File: src/cmfgc_params.svh
`ifndef CMFGC_PARAMS_SVH
`define CMFGC_PARAMS_SVH
// ****************************************
// Address map
// ****************************************
`define CMFGC_CTRL_BASE   10'h000
`define CMFGC_STATE_BASE  10'h200
// ****************************************
// Control low word fields
// ****************************************
`define CMFGC_FIFO_STAGE_COUNT_LSB   0
`define CMFGC_GDFS_BIT    8
`define CMFGC_SOURCE_REMOTE_REQUEST_ON_BIT   9
`define CMFGC_IDC_BIT     10
`define CMFGC_LENGTH_CODE_COPY_ENABLE_BIT    11
`define CMFGC_FD_BIT      13
`define CMFGC_SDT_BIT     14
`define CMFGC_STT_BIT     15
`define CMFGC_LO_RW_MASK  16'hEF1F
// ****************************************
// Control high word and state word fields
// ****************************************
`define CMFGC_PTR_LSB     0
`define CMFGC_MODE_LSB    8
`define CMFGC_MV_LSB      0
`define CMFGC_TRANSMIT_REQUEST_BIT    2
`define CMFGC_DIR_BIT     3
// ****************************************
// Codes and reset values
// ****************************************
`define CMFGC_MODE_STD    3'h0
`define CMFGC_MODE_BASE   3'h2
`define CMFGC_MODE_SLAVE  3'h3
`define CMFGC_MODE_GW     3'h4
`define CMFGC_MODE_SHGW   3'h5
`define CMFGC_MV_RESET    2'h1
`define CMFGC_MV_SET      2'h2
`define CMFGC_FS_1        5'h00
`define CMFGC_FS_2        5'h03
`define CMFGC_FS_4        5'h07
`define CMFGC_FS_8        5'h0F
`define CMFGC_FS_16       5'h1F
`define CMFGC_LO_RESET    16'h0000
`define CMFGC_PTR_RESET   5'h00
`define CMFGC_MODE_RESET  3'h0
`endif

File: src/cmfgc_pkg.sv
package cmfgc_pkg;
  // Kind of event reported by a CAN node
  typedef enum logic [1:0] {
    CMFGC_EV_RX_OK,
    CMFGC_EV_TX_OK,
    CMFGC_EV_TX_START
  } cmfgc_ev_kind_t;

  // One-cycle event from a node
  typedef struct packed {
    logic           valid;
    cmfgc_ev_kind_t kind;
    logic [4:0]     obj;
    logic           remote;
  } cmfgc_event_t;

  // Gateway transfer command to the object store
  typedef struct packed {
    logic       valid;
    logic [4:0] src;
    logic [4:0] dst;
    logic       copy_id;
    logic       copy_dlc;
    logic       remote;
  } cmfgc_gw_cmd_t;
endpackage

File: src/cmfgc_top.sv
// What this block does
// - Gateway copies identifier when copy bit set
// - Gateway copies length code on data frames when its copy bit is set
// - Direction 0: advance pointer on reception, or on a gateway transfer into the FIFO
// - Direction 1: advance pointer on transmission, or on a gateway transfer into the FIFO
// - Direction bit read from base object only
// - Single transfer clears message valid after success
// - Remote frames never clear message valid
// - Single try clears transmit request at start
// - Base pointer names next addressed object
// - Gateway pointer names destination object
// - Destination with remote enable forwards remote back
// - Pointer write resets FIFO position
// - Mode field selects object behaviour
// - Size field combines 1 to 16 objects
// - Transmit pointer applies on message valid set
//
// Our own choices: the register addresses and the APB interface to the registers.
`include "cmfgc_params.svh"
`timescale 1ns/1ps
`default_nettype none
module cmfgc_top (
  input  wire logic                   CORE_CLK_I,
  input  wire logic                   NRST_I,
  input  wire logic                   PSEL_I,
  input  wire logic                   PENABLE_I,
  input  wire logic                   PWRITE_I,
  input  wire logic [9:0]             PADDR_I,
  input  wire logic [31:0]            PWDATA_I,
  output logic      [31:0]            PRDATA_O,
  output logic                        PREADY_O,
  output logic                        PSLVERR_O,
  input  wire cmfgc_pkg::cmfgc_event_t EVENT_I,
  output cmfgc_pkg::cmfgc_gw_cmd_t    GW_CMD_O,
  output logic      [31:0]            TRANSMIT_REQUEST_O,
  output logic      [31:0]            OBJ_VALID_O
);

  // ****************************************
  // Object storage
  // ****************************************
  logic [15:0] lo_q   [32];
  logic [4:0]  ptr_q  [32];
  logic [4:0]  pend_q [32];
  logic [2:0]  mode_q [32];
  logic [1:0]  mv_q   [32];
  logic        transmit_request_q [32];
  logic        dir_q  [32];
  logic [31:0] prdata_q;
  cmfgc_pkg::cmfgc_gw_cmd_t gw_q;

  // ****************************************
  // APB decode
  // ****************************************
  wire        setup    = PSEL_I & ~PENABLE_I;
  wire        access   = PSEL_I & PENABLE_I;
  wire        in_ctrl  = (PADDR_I[9:8] == 2'h0);
  wire        in_state = (PADDR_I[9:7] == 3'h4);
  wire        mapped   = (in_ctrl | in_state) & (PADDR_I[1:0] == 2'h0);
  wire [4:0]  c_obj    = PADDR_I[7:3];
  wire        c_hi     = PADDR_I[2];
  wire [4:0]  s_obj    = PADDR_I[6:2];
  wire        wr_acc   = access & PWRITE_I & mapped;
  wire        wr_lo    = wr_acc & in_ctrl & ~c_hi;
  wire        wr_hi    = wr_acc & in_ctrl & c_hi;
  wire        wr_st    = wr_acc & in_state;
  wire [1:0]  wr_mv    = PWDATA_I[`CMFGC_MV_LSB +: 2];

  // Read value; reserved bits return zero
  wire [15:0] rd_lo    = lo_q[c_obj];
  wire [15:0] rd_hi    = {5'h00, mode_q[c_obj], 3'h0, ptr_q[c_obj]};
  wire [15:0] rd_st    = {12'h000, dir_q[s_obj], transmit_request_q[s_obj], mv_q[s_obj]};
  wire [15:0] rd_sel   = in_state ? rd_st : (c_hi ? rd_hi : rd_lo);
  wire [31:0] rd_val   = mapped ? {16'h0000, rd_sel} : 32'h0000_0000;

  // ****************************************
  // Event decode
  // ****************************************
  wire        ev_rx    = EVENT_I.valid & (EVENT_I.kind == cmfgc_pkg::CMFGC_EV_RX_OK);
  wire        ev_tx    = EVENT_I.valid & (EVENT_I.kind == cmfgc_pkg::CMFGC_EV_TX_OK);
  wire        ev_start = EVENT_I.valid & (EVENT_I.kind == cmfgc_pkg::CMFGC_EV_TX_START);
  wire [4:0]  k        = EVENT_I.obj;
  wire [2:0]  k_mode   = mode_q[k];
  wire [15:0] k_lo     = lo_q[k];
  wire        k_in_fifo = (k_mode == `CMFGC_MODE_BASE) | (k_mode == `CMFGC_MODE_SLAVE);

  // Clear message valid on data transfers only
  wire        sdt_clr  = (ev_rx | ev_tx) & ~EVENT_I.remote
                       & k_lo[`CMFGC_SDT_BIT];
  // Drop the request as soon as sending begins
  wire        stt_clr  = ev_start & k_lo[`CMFGC_STT_BIT];

  // Normal gateway source receiving a frame
  wire        gw_hit   = ev_rx & (k_mode == `CMFGC_MODE_GW);
  wire [4:0]  gw_dst   = ptr_q[k];
  wire        gw_fifo  = gw_hit & (mode_q[gw_dst] == `CMFGC_MODE_BASE);
  wire [4:0]  gw_eff   = gw_fifo ? ptr_q[gw_dst] : gw_dst;

  // FIFO element: base is itself or its pointer target
  wire [4:0]  f_base   = gw_fifo ? gw_dst
                       : ((k_mode == `CMFGC_MODE_BASE) ? k : ptr_q[k]);
  wire [4:0]  f_cur    = gw_fifo ? ptr_q[gw_dst] : k;
  wire [15:0] b_lo     = lo_q[f_base];
  wire [4:0]  b_fs     = b_lo[`CMFGC_FIFO_STAGE_COUNT_LSB +: 5];
  wire        b_fd     = b_lo[`CMFGC_FD_BIT];
  wire        fs_ok    = (b_fs == `CMFGC_FS_2) | (b_fs == `CMFGC_FS_4)
                       | (b_fs == `CMFGC_FS_8) | (b_fs == `CMFGC_FS_16);
  wire        b_is_base = (mode_q[f_base] == `CMFGC_MODE_BASE);
  wire        dir_ok   = b_fd ? ev_tx : ev_rx;
  wire        addr_ok  = (ptr_q[f_base] == f_cur);
  wire        adv      = (gw_fifo | (k_in_fifo & dir_ok & addr_ok)) & b_is_base & fs_ok;
  wire [4:0]  cur_inc  = f_cur + 5'h01;
  // Size code is twice the stage count less one, so the index mask is half of it
  wire [4:0]  b_mask   = {1'b0, b_fs[4:1]};
  // Wrap inside the aligned group so the pointer never leaves the FIFO
  wire [4:0]  adv_next = (f_cur & ~b_mask) | (cur_inc & b_mask);

  // Transmit request sets caused by gateway traffic and received remote frames
  wire        gw_send  = gw_hit & ~EVENT_I.remote & k_lo[`CMFGC_GDFS_BIT];
  wire        rem_dest = ev_rx & EVENT_I.remote & dir_q[k] & (k_mode == `CMFGC_MODE_STD);
  wire        rem_back = rem_dest & k_lo[`CMFGC_SOURCE_REMOTE_REQUEST_ON_BIT];
  wire        rem_self = rem_dest & ~k_lo[`CMFGC_SOURCE_REMOTE_REQUEST_ON_BIT];
  wire        set_any  = gw_send | rem_back | rem_self;
  wire [4:0]  set_obj  = gw_send ? gw_eff : (rem_back ? ptr_q[k] : k);

  // ****************************************
  // Per-object registers
  // ****************************************
  genvar gi;
  generate
    for (gi = 0; gi < 32; gi = gi + 1) begin : g_obj
      wire [4:0] me   = 5'(gi);
      wire       sw_l = wr_lo & (c_obj == me);
      wire       sw_h = wr_hi & (c_obj == me);
      wire       sw_s = wr_st & (s_obj == me);
      wire       hw_a = adv & (f_base == me);
      wire       hw_m = sdt_clr & (k == me);
      wire       hw_t = stt_clr & (k == me);
      wire       hw_s = set_any & (set_obj == me);

      // Control words and pointer
      always_ff @(posedge CORE_CLK_I or negedge NRST_I) begin
        if (!NRST_I) begin
          lo_q[gi]   <= `CMFGC_LO_RESET;
          mode_q[gi] <= `CMFGC_MODE_RESET;
          ptr_q[gi]  <= `CMFGC_PTR_RESET;
          pend_q[gi] <= `CMFGC_PTR_RESET;
        end else begin
          if (sw_l) begin
            lo_q[gi] <= PWDATA_I[15:0] & `CMFGC_LO_RW_MASK;
          end
          if (sw_h) begin
            mode_q[gi] <= PWDATA_I[`CMFGC_MODE_LSB +: 3];
          end
          // Transmit objects hold the new pointer until activation
          if (sw_h & dir_q[gi]) begin
            pend_q[gi] <= PWDATA_I[`CMFGC_PTR_LSB +: 5];
          end
          if (sw_h & ~dir_q[gi]) begin
            ptr_q[gi] <= PWDATA_I[`CMFGC_PTR_LSB +: 5];
          end else if (sw_s & dir_q[gi] & (wr_mv == `CMFGC_MV_SET)) begin
            ptr_q[gi] <= pend_q[gi];
          end else if (hw_a) begin
            ptr_q[gi] <= adv_next;
          end
        end
      end

      // Message valid, request and direction; sets win over clears
      always_ff @(posedge CORE_CLK_I or negedge NRST_I) begin
        if (!NRST_I) begin
          mv_q[gi]   <= `CMFGC_MV_RESET;
          transmit_request_q[gi] <= 1'b0;
          dir_q[gi]  <= 1'b0;
        end else begin
          if (hw_m) begin
            mv_q[gi] <= `CMFGC_MV_RESET;
          end
          if (sw_s & ((wr_mv == `CMFGC_MV_SET) | (wr_mv == `CMFGC_MV_RESET))) begin
            mv_q[gi] <= wr_mv;
          end
          if (hw_t) begin
            transmit_request_q[gi] <= 1'b0;
          end
          if (sw_s) begin
            transmit_request_q[gi] <= PWDATA_I[`CMFGC_TRANSMIT_REQUEST_BIT];
            dir_q[gi]  <= PWDATA_I[`CMFGC_DIR_BIT];
          end
          if (hw_s) begin
            transmit_request_q[gi] <= 1'b1;
          end
        end
      end

      assign TRANSMIT_REQUEST_O[gi]      = transmit_request_q[gi];
      assign OBJ_VALID_O[gi] = (mv_q[gi] == `CMFGC_MV_SET);
    end
  endgenerate

  // ****************************************
  // Gateway command and bus outputs
  // ****************************************
  // Command is a one-cycle pulse one edge after the event
  always_ff @(posedge CORE_CLK_I or negedge NRST_I) begin
    if (!NRST_I) begin
      gw_q <= '0;
    end else begin
      gw_q.valid    <= gw_hit;
      gw_q.src      <= k;
      gw_q.dst      <= gw_eff;
      gw_q.copy_id  <= k_lo[`CMFGC_IDC_BIT];
      gw_q.copy_dlc <= k_lo[`CMFGC_LENGTH_CODE_COPY_ENABLE_BIT] & ~EVENT_I.remote;
      gw_q.remote   <= EVENT_I.remote;
    end
  end

  // Read data captured in setup so the access phase needs no wait
  always_ff @(posedge CORE_CLK_I or negedge NRST_I) begin
    if (!NRST_I) begin
      prdata_q <= 32'h0000_0000;
    end else if (setup) begin
      prdata_q <= rd_val;
    end
  end

  assign GW_CMD_O  = gw_q;
  assign PRDATA_O  = prdata_q;
  assign PREADY_O  = 1'b1;
  assign PSLVERR_O = access & ~mapped;

endmodule
`default_nettype wire

File: config.mk
export PLATFORM = sky130hd
export DESIGN_NAME = cmfgc_top
export DESIGN_NICKNAME = d
export VERILOG_FILES = /design/src/cmfgc_pkg.sv /design/src/cmfgc_top.sv
export VERILOG_INCLUDE_DIRS = /design/src
export SDC_FILE = /design/constraint.sdc
export NUM_CORES = 2
export LEC_CHECK = 0
export ABC_CLOCK_PERIOD_IN_PS = 4700
export BUFFER_PORTS_ARGS = -buffer_cell sky130_fd_sc_hd__buf_2
export CAP_MARGIN = 20
export CORE_UTILIZATION = 30
export DETAILED_ROUTE_END_ITERATION = 10
export GPL_TIMING_DRIVEN = 1
export PLACE_DENSITY = 0.56
export SYNTH_ARGS = -nofsm -noshare
export SYNTH_HDL_FRONTEND = slang
export SYNTH_SLANG_ARGS = --single-unit
File: constraint.sdc
create_clock -name CORE_CLK_I -period 4.7 [get_ports CORE_CLK_I]
set_input_delay 0.235 -clock CORE_CLK_I [delete_from_list [all_inputs] [get_ports CORE_CLK_I]]
set_output_delay 0.235 -clock CORE_CLK_I [all_outputs]
set_load 0.02 [all_outputs]
==> Word-level counts from Yosys, hierarchy flattened <==
Index checks and enable logic that the tools add are counted.
{ "totals": {"regBits": 974, "inputBits": 56, "out_inout_bits": 112, "wordCells": 1325} }
{ "classes": {"add_sub_neg": 1, "magnitude_cmp": 5, "eq_ne": 202, "n_mux": 311, "bitwise": 470, "n_reduce_logical": 105} }
{ "ops": {"columns": ["cell", "count"], "rows": [
  ["5-bit 2-to-1 mux", 110],
  ["1-bit bitwise AND", 414],
  ["5-bit equality test (second input constant)", 81],
  ["16-bit binary-select mux with 5-bit select", 3],
  ["5-bit by 4-bit equality test with 1-bit output (second input constant)", 41],
  ["3-bit nonzero test", 64],
  ["2-bit 2-to-1 mux", 66],
  ["16-bit 2-to-1 mux", 7],
  ["5-bit by 3-bit equality test with 1-bit output (second input constant)", 21],
  ["1-bit 2-to-1 mux", 103],
  ["5-bit binary-select mux with 5-bit select", 4],
  ["2-bit equality test (second input constant)", 34],
  ["2-bit nonzero test", 32],
  ["3-bit binary-select mux with 5-bit select", 4],
  ["5-bit by 2-bit equality test with 1-bit output (second input constant)", 11],
  ["1-bit NOT", 37],
  ["6-bit >= comparator (second input constant)", 5],
  ["5-bit NOT with 6-bit output", 5],
  ["14-bit 2-to-1 mux", 2],
  ["5-bit by 1-bit equality test with 1-bit output (second input constant)", 5],
  ["5-bit logical NOT", 5],
  ["3-bit 2-to-1 mux", 8],
  ["1-bit binary-select mux with 5-bit select", 3],
  ["3-bit by 2-bit equality test with 1-bit output (second input constant)", 4],
  ["12 further kinds", 25]
]} }

==> Depth between registers and ports, before layout <==
{ "depth": {"depth_word": 25, "depth_mapped": 23, "mapped_depth_nobuf": 16} }

==> Worst setup path before layout <==
No wires, ideal clock.
{ "synth_timing": {"path_kind": "in2reg", "start": "input port EVENT_I[1] (netlist bit)", "end": "register ptr_q[95] (netlist bit)", "setup_time_ns": 0.125, "t_arrival_ns": 5.087, "t_required_ns": 4.575, "path_slack_ns": -0.512, "cell_stages": 19, "n_path_buf": 5, "cell_sequence": "buf_6 buf_8 buf_8 mux4_2 mux2_2 o22a_1 nand2_4 mux2_2 o211ai_1 a32oi_1 and3_1 buf_4 and3_1 or4_1 a221o_1 o41a_4 buf_8 o21ai_4 mux2_4"} }
{ "synth_between": {"elab_chain_cells": 23, "elab_cells_between_ends": 60, "cone_classes": "1 x add/sub; 11 x eq/ne; 28 x mux; 19 x bitwise; 1 x reduce/logical"} }
{ "synth_lines": {"columns": ["element", "line", "source"], "rows": [
  ["from (decl)", "cmfgc_top.sv:33", "input wire cmfgc_pkg::cmfgc_event_t EVENT_I,"],
  ["5-bit NOT with 6-bit output (implied by the code)", "cmfgc_top.sv:83, cmfgc_top.sv:95, cmfgc_top.sv:101", null],
  ["5-bit binary-select mux with 5-bit select", "cmfgc_top.sv:95, cmfgc_top.sv:101", null],
  ["5-bit 2-to-1 mux (implied by the code) (2 in a row)", "cmfgc_top.sv:95, cmfgc_top.sv:101", null],
  ["5-bit NOT with 6-bit output (implied by the code)", "cmfgc_top.sv:96, cmfgc_top.sv:102", null],
  ["3-bit binary-select mux with 5-bit select", "cmfgc_top.sv:96", "wire gw_fifo = gw_hit & (mode_q[gw_dst] == `CMFGC_MODE_BASE);"],
  ["3-bit 2-to-1 mux (implied by the code) (2 in a row)", "cmfgc_top.sv:96", null],
  ["3-bit by 2-bit equality test with 1-bit output (no source line)", null, null],
  ["1-bit bitwise AND", "cmfgc_top.sv:96", null],
  ["(+2 left out)", null, null],
  ["16-bit binary-select mux with 5-bit select", "cmfgc_top.sv:103", "wire [15:0] b_lo = lo_q[f_base];"],
  ["14-bit 2-to-1 mux (implied by the code) (2 in a row)", "cmfgc_top.sv:103", null],
  ["1-bit 2-to-1 mux", "cmfgc_top.sv:109", "wire dir_ok = b_fd ? ev_tx : ev_rx;"],
  ["1-bit bitwise AND (2 in a row)", "cmfgc_top.sv:111", "wire adv = (gw_fifo | (k_in_fifo & dir_ok & addr_ok)) & b_is_base & fs_ok;"],
  ["1-bit bitwise OR", "cmfgc_top.sv:111", null],
  ["1-bit bitwise AND (2 in a row)", "cmfgc_top.sv:111", null],
  ["1-bit bitwise AND", "cmfgc_top.sv:136", "wire hw_a = adv & (f_base == me);"],
  ["3-bit nonzero test (no source line)", null, null],
  ["to (signal, indexed assignment)", "cmfgc_top.sv:146", "ptr_q[gi] <= `CMFGC_PTR_RESET;"],
  ["to (signal, indexed assignment)", "cmfgc_top.sv:160", "ptr_q[gi] <= PWDATA_I[`CMFGC_PTR_LSB +: 5];"],
  ["to (signal, indexed assignment)", "cmfgc_top.sv:162", "ptr_q[gi] <= pend_q[gi];"],
  ["to (decl)", "cmfgc_top.sv:43", "logic [4:0] ptr_q [32];"]
]} }
Several ways; a longest one is shown, not always the timed one. The select of a mux whose other input is x is not followed.
A chain may end at the register's enable or synchronous reset.

==> Worst setup path in the final report <==
{ "layout_timing": {"start": "register mode_q[45] (netlist bit)", "end": "register ptr_q[12] (netlist bit)"} }
{ "layout_between": {"elab_chain_cells": 19, "elab_cells_between_ends": 52, "cone_classes": "1 x add/sub; 11 x eq/ne; 22 x mux; 17 x bitwise; 1 x reduce/logical"} }
{ "layout_lines": {"columns": ["element", "line", "source"], "rows": [
  ["from (decl)", "cmfgc_top.sv:45", "logic [2:0] mode_q [32];"],
  ["from (signal, indexed assignment)", "cmfgc_top.sv:145", "mode_q[gi] <= `CMFGC_MODE_RESET;"],
  ["from (signal, indexed assignment)", "cmfgc_top.sv:153", "mode_q[gi] <= PWDATA_I[`CMFGC_MODE_LSB +: 3];"],
  ["3-bit binary-select mux with 5-bit select", "cmfgc_top.sv:83", "wire [2:0] k_mode = mode_q[k];"],
  ["3-bit 2-to-1 mux (implied by the code) (2 in a row)", "cmfgc_top.sv:83", null],
  ["3-bit equality test (no source line)", null, null],
  ["1-bit bitwise AND", "cmfgc_top.sv:94", "wire gw_hit = ev_rx & (k_mode == `CMFGC_MODE_GW);"],
  ["1-bit bitwise AND", "cmfgc_top.sv:96", null],
  ["5-bit 2-to-1 mux", "cmfgc_top.sv:100", "wire [4:0] f_base = gw_fifo ? gw_dst"],
  ["5-bit NOT with 6-bit output (implied by the code)", "cmfgc_top.sv:103, cmfgc_top.sv:108, cmfgc_top.sv:110", null],
  ["16-bit binary-select mux with 5-bit select", "cmfgc_top.sv:103", null],
  ["14-bit 2-to-1 mux (implied by the code) (2 in a row)", "cmfgc_top.sv:103", null],
  ["1-bit 2-to-1 mux", "cmfgc_top.sv:109", null],
  ["1-bit bitwise AND (2 in a row)", "cmfgc_top.sv:111", null],
  ["1-bit bitwise OR", "cmfgc_top.sv:111", null],
  ["1-bit bitwise AND (2 in a row)", "cmfgc_top.sv:111", null],
  ["1-bit bitwise AND", "cmfgc_top.sv:136", null],
  ["3-bit nonzero test (no source line)", null, null]
]} }
Several ways; a longest one is shown, not always the timed one. The select of a mux whose other input is x is not followed.

==> impl_metrics.csv <==
group,metric,value,unit
status,outcome,"finished, violations left",
status,violations,"setup timing",
power_and_ir_drop,combPwrFrac,15.1,%
worst_setup_path,cp-end-kind,"flip-flop",
layout,area_growth,25.8,%
logic_synthesis,ys_warn_count,0,
power_and_ir_drop,power.density,276,nW/um^2
logic_synthesis,synth_edf_count,0,
logic_synthesis,syn_avg_cell_area,11.5,sq um
logic_synthesis,synthDistinctLibCells,100,
logic_synthesis,seq_area_frac_synth,41.0,%
drt,avgViaCountPerCell,5.87,
worst_setup_path,max_stage_delay,0.53,ns
worst_setup_path,cp_top_family,"simple AND/OR/NAND/NOR gates",
drt,routed_wirelength,268,mm
layout,nFillCells,18565,
sta,fmaxAchievable,176,MHz
worst_setup_path,cp_cell_sequence,"mux4_2 > mux4_2 > nor2_4 > a221oi_4 > buf_6 > nor4_4 > buf_4 > o2bb2ai_4 > buf_6 > o211ai_1 > nand4_1 > and4b_2 > or4_4 > a221o_1 > o41a_4 > buf_12 > buf_12 > o21bai_4 > mux2_1",
power_and_ir_drop,p_seq_share,40.7,%
drt,drtIter0Drc,5953,
floorplanning,fp.dieW,443,microns
sta,tightest_slew,1.17,ns
power_and_ir_drop,switchingPower,5.71,mW
flow_run,maxCapViolCount,0,
global_routing,grt_pass1_vias,48605,
placed_design,placed_area,68100,sq um
placed_design,gp_congestion,1.07,
worst_hold_path,hold_class,"input pin to asynchronous set/reset pin",
clocking,htree_levels,3,
logic_synthesis,synth_top_area_share,39.5,%
worst_setup_path,cp.arrival,6.29,ns
drt,wl_per_cell,31.7,microns
worst_setup_path,critical_path_class,"flip-flop to flip-flop",
layout,drive_above_1_share,45.5,%
layout,final_area,73400,sq um
power_and_ir_drop,swShare,28.2,%
floorplanning,die_h,443,microns
layout,fin_cells,8433,
logic_synthesis,synthArstFlopShare,100,%
floorplanning,dieArea,196000,sq um
logic_synthesis,synth_top_cell_by_area,"dfrtp_1",
global_routing,grt_max_degree,143,
worst_setup_path,required,5.32,ns
sta,period_share,121,%
clocking,path_clk_slew,0.07,ns
clocking,cts_tree,"done",
drt,vias,49468,
layout,finalNetCount,5862,
floorplanning,initial_utilization,30.3,%
global_routing,antenna_found_initial,16,
placed_design,dp_cells,8172,
sta,hold_viol,0,
sta,slew_violations,0,
power_and_ir_drop,internal-power,14.6,mW
global_routing,track_usage,26.7,%
drt,route.detailed.drc,0,
worst_setup_path,critPathLaunchType,"flip-flop",
drt,final_antenna_net_count,0,
clocking,clkSinkCount,954,
logic_synthesis,ys_seq_elements,954,
sta,relSlewSlack,22.1,%
logic_synthesis,netlist_area,58300,sq um
power_and_ir_drop,pwr-share-clk,44.2,%
floorplanning,rows,161,
logic_synthesis,syn_inst,5052,
power_and_ir_drop,power,20.3,mW
sta,holdWs,0.0812,ns
clocking,insertion_delay,0.77,ns
clocking,cts_buffers,106,
sta,fin_crit,5.67,ns
logic_synthesis,synth_ff_type,"dfrtp_1",
placed_design,dpl.hpwl,198,mm
floorplanning,core,193000,sq um
logic_synthesis,yosys-top-cells-area,"dfrtp_1 40%, mux4_2 14%, mux2_2 13%",
global_routing,grt_pass1_wl,377,mm
sta,rsz0062_at_grt,"yes",
worst_setup_path,path_buf_inv,5,
power_and_ir_drop,cellLeakagePower,33.1,nW
worst_setup_path,slowest_stage,"mux4_2",
placed_design,place.port_buffers,126,
global_routing,overflow,0,
clocking,cts-root-buf,"clkbuf_16",
power_and_ir_drop,vdd_drop_max,0.283,mV
floorplanning,ios,168,
drt,first_pass_iters,6,
worst_setup_path,worst-path-max-fanout,6,
sta,setup_slack,-0.974,ns
sta,setup_viol,160,
clocking,cts_buffer_depth,3,
sta,fin_skew,0.0417,ns
[cells in the mapped netlist, drive strengths merged, types with 12 or more instances]
library cell  number
dfrtp            922
mux2             840
nand2            551
o21ai            402
mux4             374
clkbuf           273
mux2i            224
nor2             210
buf              179
nand3            172
and3             111
a21oi             85
nor3              84
a211oi            72
a22oi             45
or2               42
nor2b             39
o21bai            33
dfstp             32
nor3b             29
a31oi             25
o211ai            25
o221ai            21
inv               18
o22ai             17
nand4             15
a2111oi           14
nand2b            13
o31ai             12
[registers in the layout, summed over array words and instances, names as in the netlist]
| register | cells |
|---|---|
| mv_q | 64 |
| TRANSMIT_REQUEST_O | 32 |
| pend_q | 160 |
| PRDATA_O | 12 |
| dir_q | 32 |
| GW_CMD_O | 14 |
| lo_q | 384 |
| ptr_q | 160 |
| mode_q | 96 |
[metrics by stage]
stage	setup TNS, ns	util, %	worst slack [ns]
after floorplan	-31.06	-	-0.224
after global placement	-239.68	35.3	-1.43
after detailed placement	-240.46	35.3	-1.43
after CTS	-133.73	37.7	-0.922
after global routing	-154.83	38.1	-1.01
final	-148.37	38.1	-0.974
[final timing paths]
check,end,depth (start not counted),from,slack (ns)
max,ptr_q[12]$_DFFE_PN0P_,19,mode_q[45]$_DFFE_PN0P_,-0.97
min,lo_q[297]$_DFFE_PN0P_,2,NRST_I,0.08
max reg2reg,ptr_q[12]$_DFFE_PN0P_,19,mode_q[45]$_DFFE_PN0P_,-0.97
min reg2reg,pend_q[120]$_DFFE_PN0P_,2,pend_q[120]$_DFFE_PN0P_,0.48
max in group asynchronous,pend_q[64]$_DFFE_PN0P_,3,NRST_I,3.26
min in group CORE_CLK_I,pend_q[59]$_DFFE_PN0P_,2,PWDATA_I[4],0.12
[cell families after synthesis]
group / share of synthesized area [%]
muxes: 34.6
other: 0.0129
buffers and inverters: 3.57
DFF: 41.0
adders and majority gates: 0.0429
and+or+nand+nor: 10.8
AOI/OAI and AO/OA: 9.95
xor gates and xnor gates: 0.0751
[per-layer routing]
metal  track usage, %  wire length [microns]  vias to the layer above
met5                0                    119                        -
met4             14.9                  17300                       16
met3             6.20                  24600                      574
met2             40.0                 117000                     2773
met1             35.5                 109000                    25573
li1                 -                      -                    20532
[worst reg2reg max path: stages (launching register included)]
cell	delay [ns]
dfrtp_1	0.42
mux4_2	0.48
mux4_2	0.53
nor2_4	0.19
a221oi_4	0.09
buf_6	0.18
nor4_4	0.35
buf_4	0.21
o2bb2ai_4	0.12
buf_6	0.15
o211ai_1	0.10
nand4_1	0.22
and4b_2	0.30
or4_4	0.42
a221o_1	0.34
o41a_4	0.50
buf_12	0.19
buf_12	0.18
o21bai_4	0.22
mux2_1	0.36
[layout make-up]
cell class | instances | area (sq um) | area share (%)
Tap cell | 2526 | 3160 | 4.30
Clock buffer | 149 | 3120 | 4.25
Sequential cell | 954 | 23900 | 32.6
Antenna cell | 14 | 35.0 | 0.0477
Timing Repair Buffer | 1077 | 8910 | 12.1
Inverter | 19 | 72.6 | 0.0988
Clock inverter | 48 | 578 | 0.787
Multi-Input combinational cell | 3646 | 33600 | 45.8
[power by group through the flow]
stage	clock network, mW	logic, mW	registers, mW
after floorplan	0	1.29	8.40
after global placement	0	2.82	8.39
after detailed placement	0	2.81	8.40
after CTS	9.09	2.92	8.25
after global routing	9.39	3.17	8.24
final	8.96	3.06	8.25
[cell usage in the layout (no fill, tap or decap), types with 31 or more instances in the layout]
master | synthesis | layout
mux2_4 | 4 | 150
nand2_1 | 550 | 545
mux2i_1 | 222 | 210
buf_4 | 33 | 844
buf_2 | 59 | 115
dfstp_2 | 32 | 32
o21ai_0 | 398 | 387
buf_12 | 2 | 66
and3_1 | 111 | 107
o21bai_4 | 29 | 31
nor2b_1 | 39 | 39
or2_2 | 42 | 42
nor3_1 | 83 | 78
a21oi_1 | 85 | 81
nor2_1 | 203 | 200
mux4_2 | 374 | 374
nand3_1 | 171 | 169
mux2_2 | 687 | 669
dfrtp_1 | 922 | 922
a22oi_1 | 43 | 42
a211oi_1 | 72 | 64
clkbuf_16 | 0 | 110
[timing repair]
action                                 in CTS  in global routing
gates resized for setup                   114                145
hold buffers                                9                  0
endpoints found under the hold margin      64                  0
pin swaps                                  23                 43
setup buffers                              20                 18
cloned                                      2                  1
setup endpoints to repair                 192                190
(Power assumes the default switching activity.)
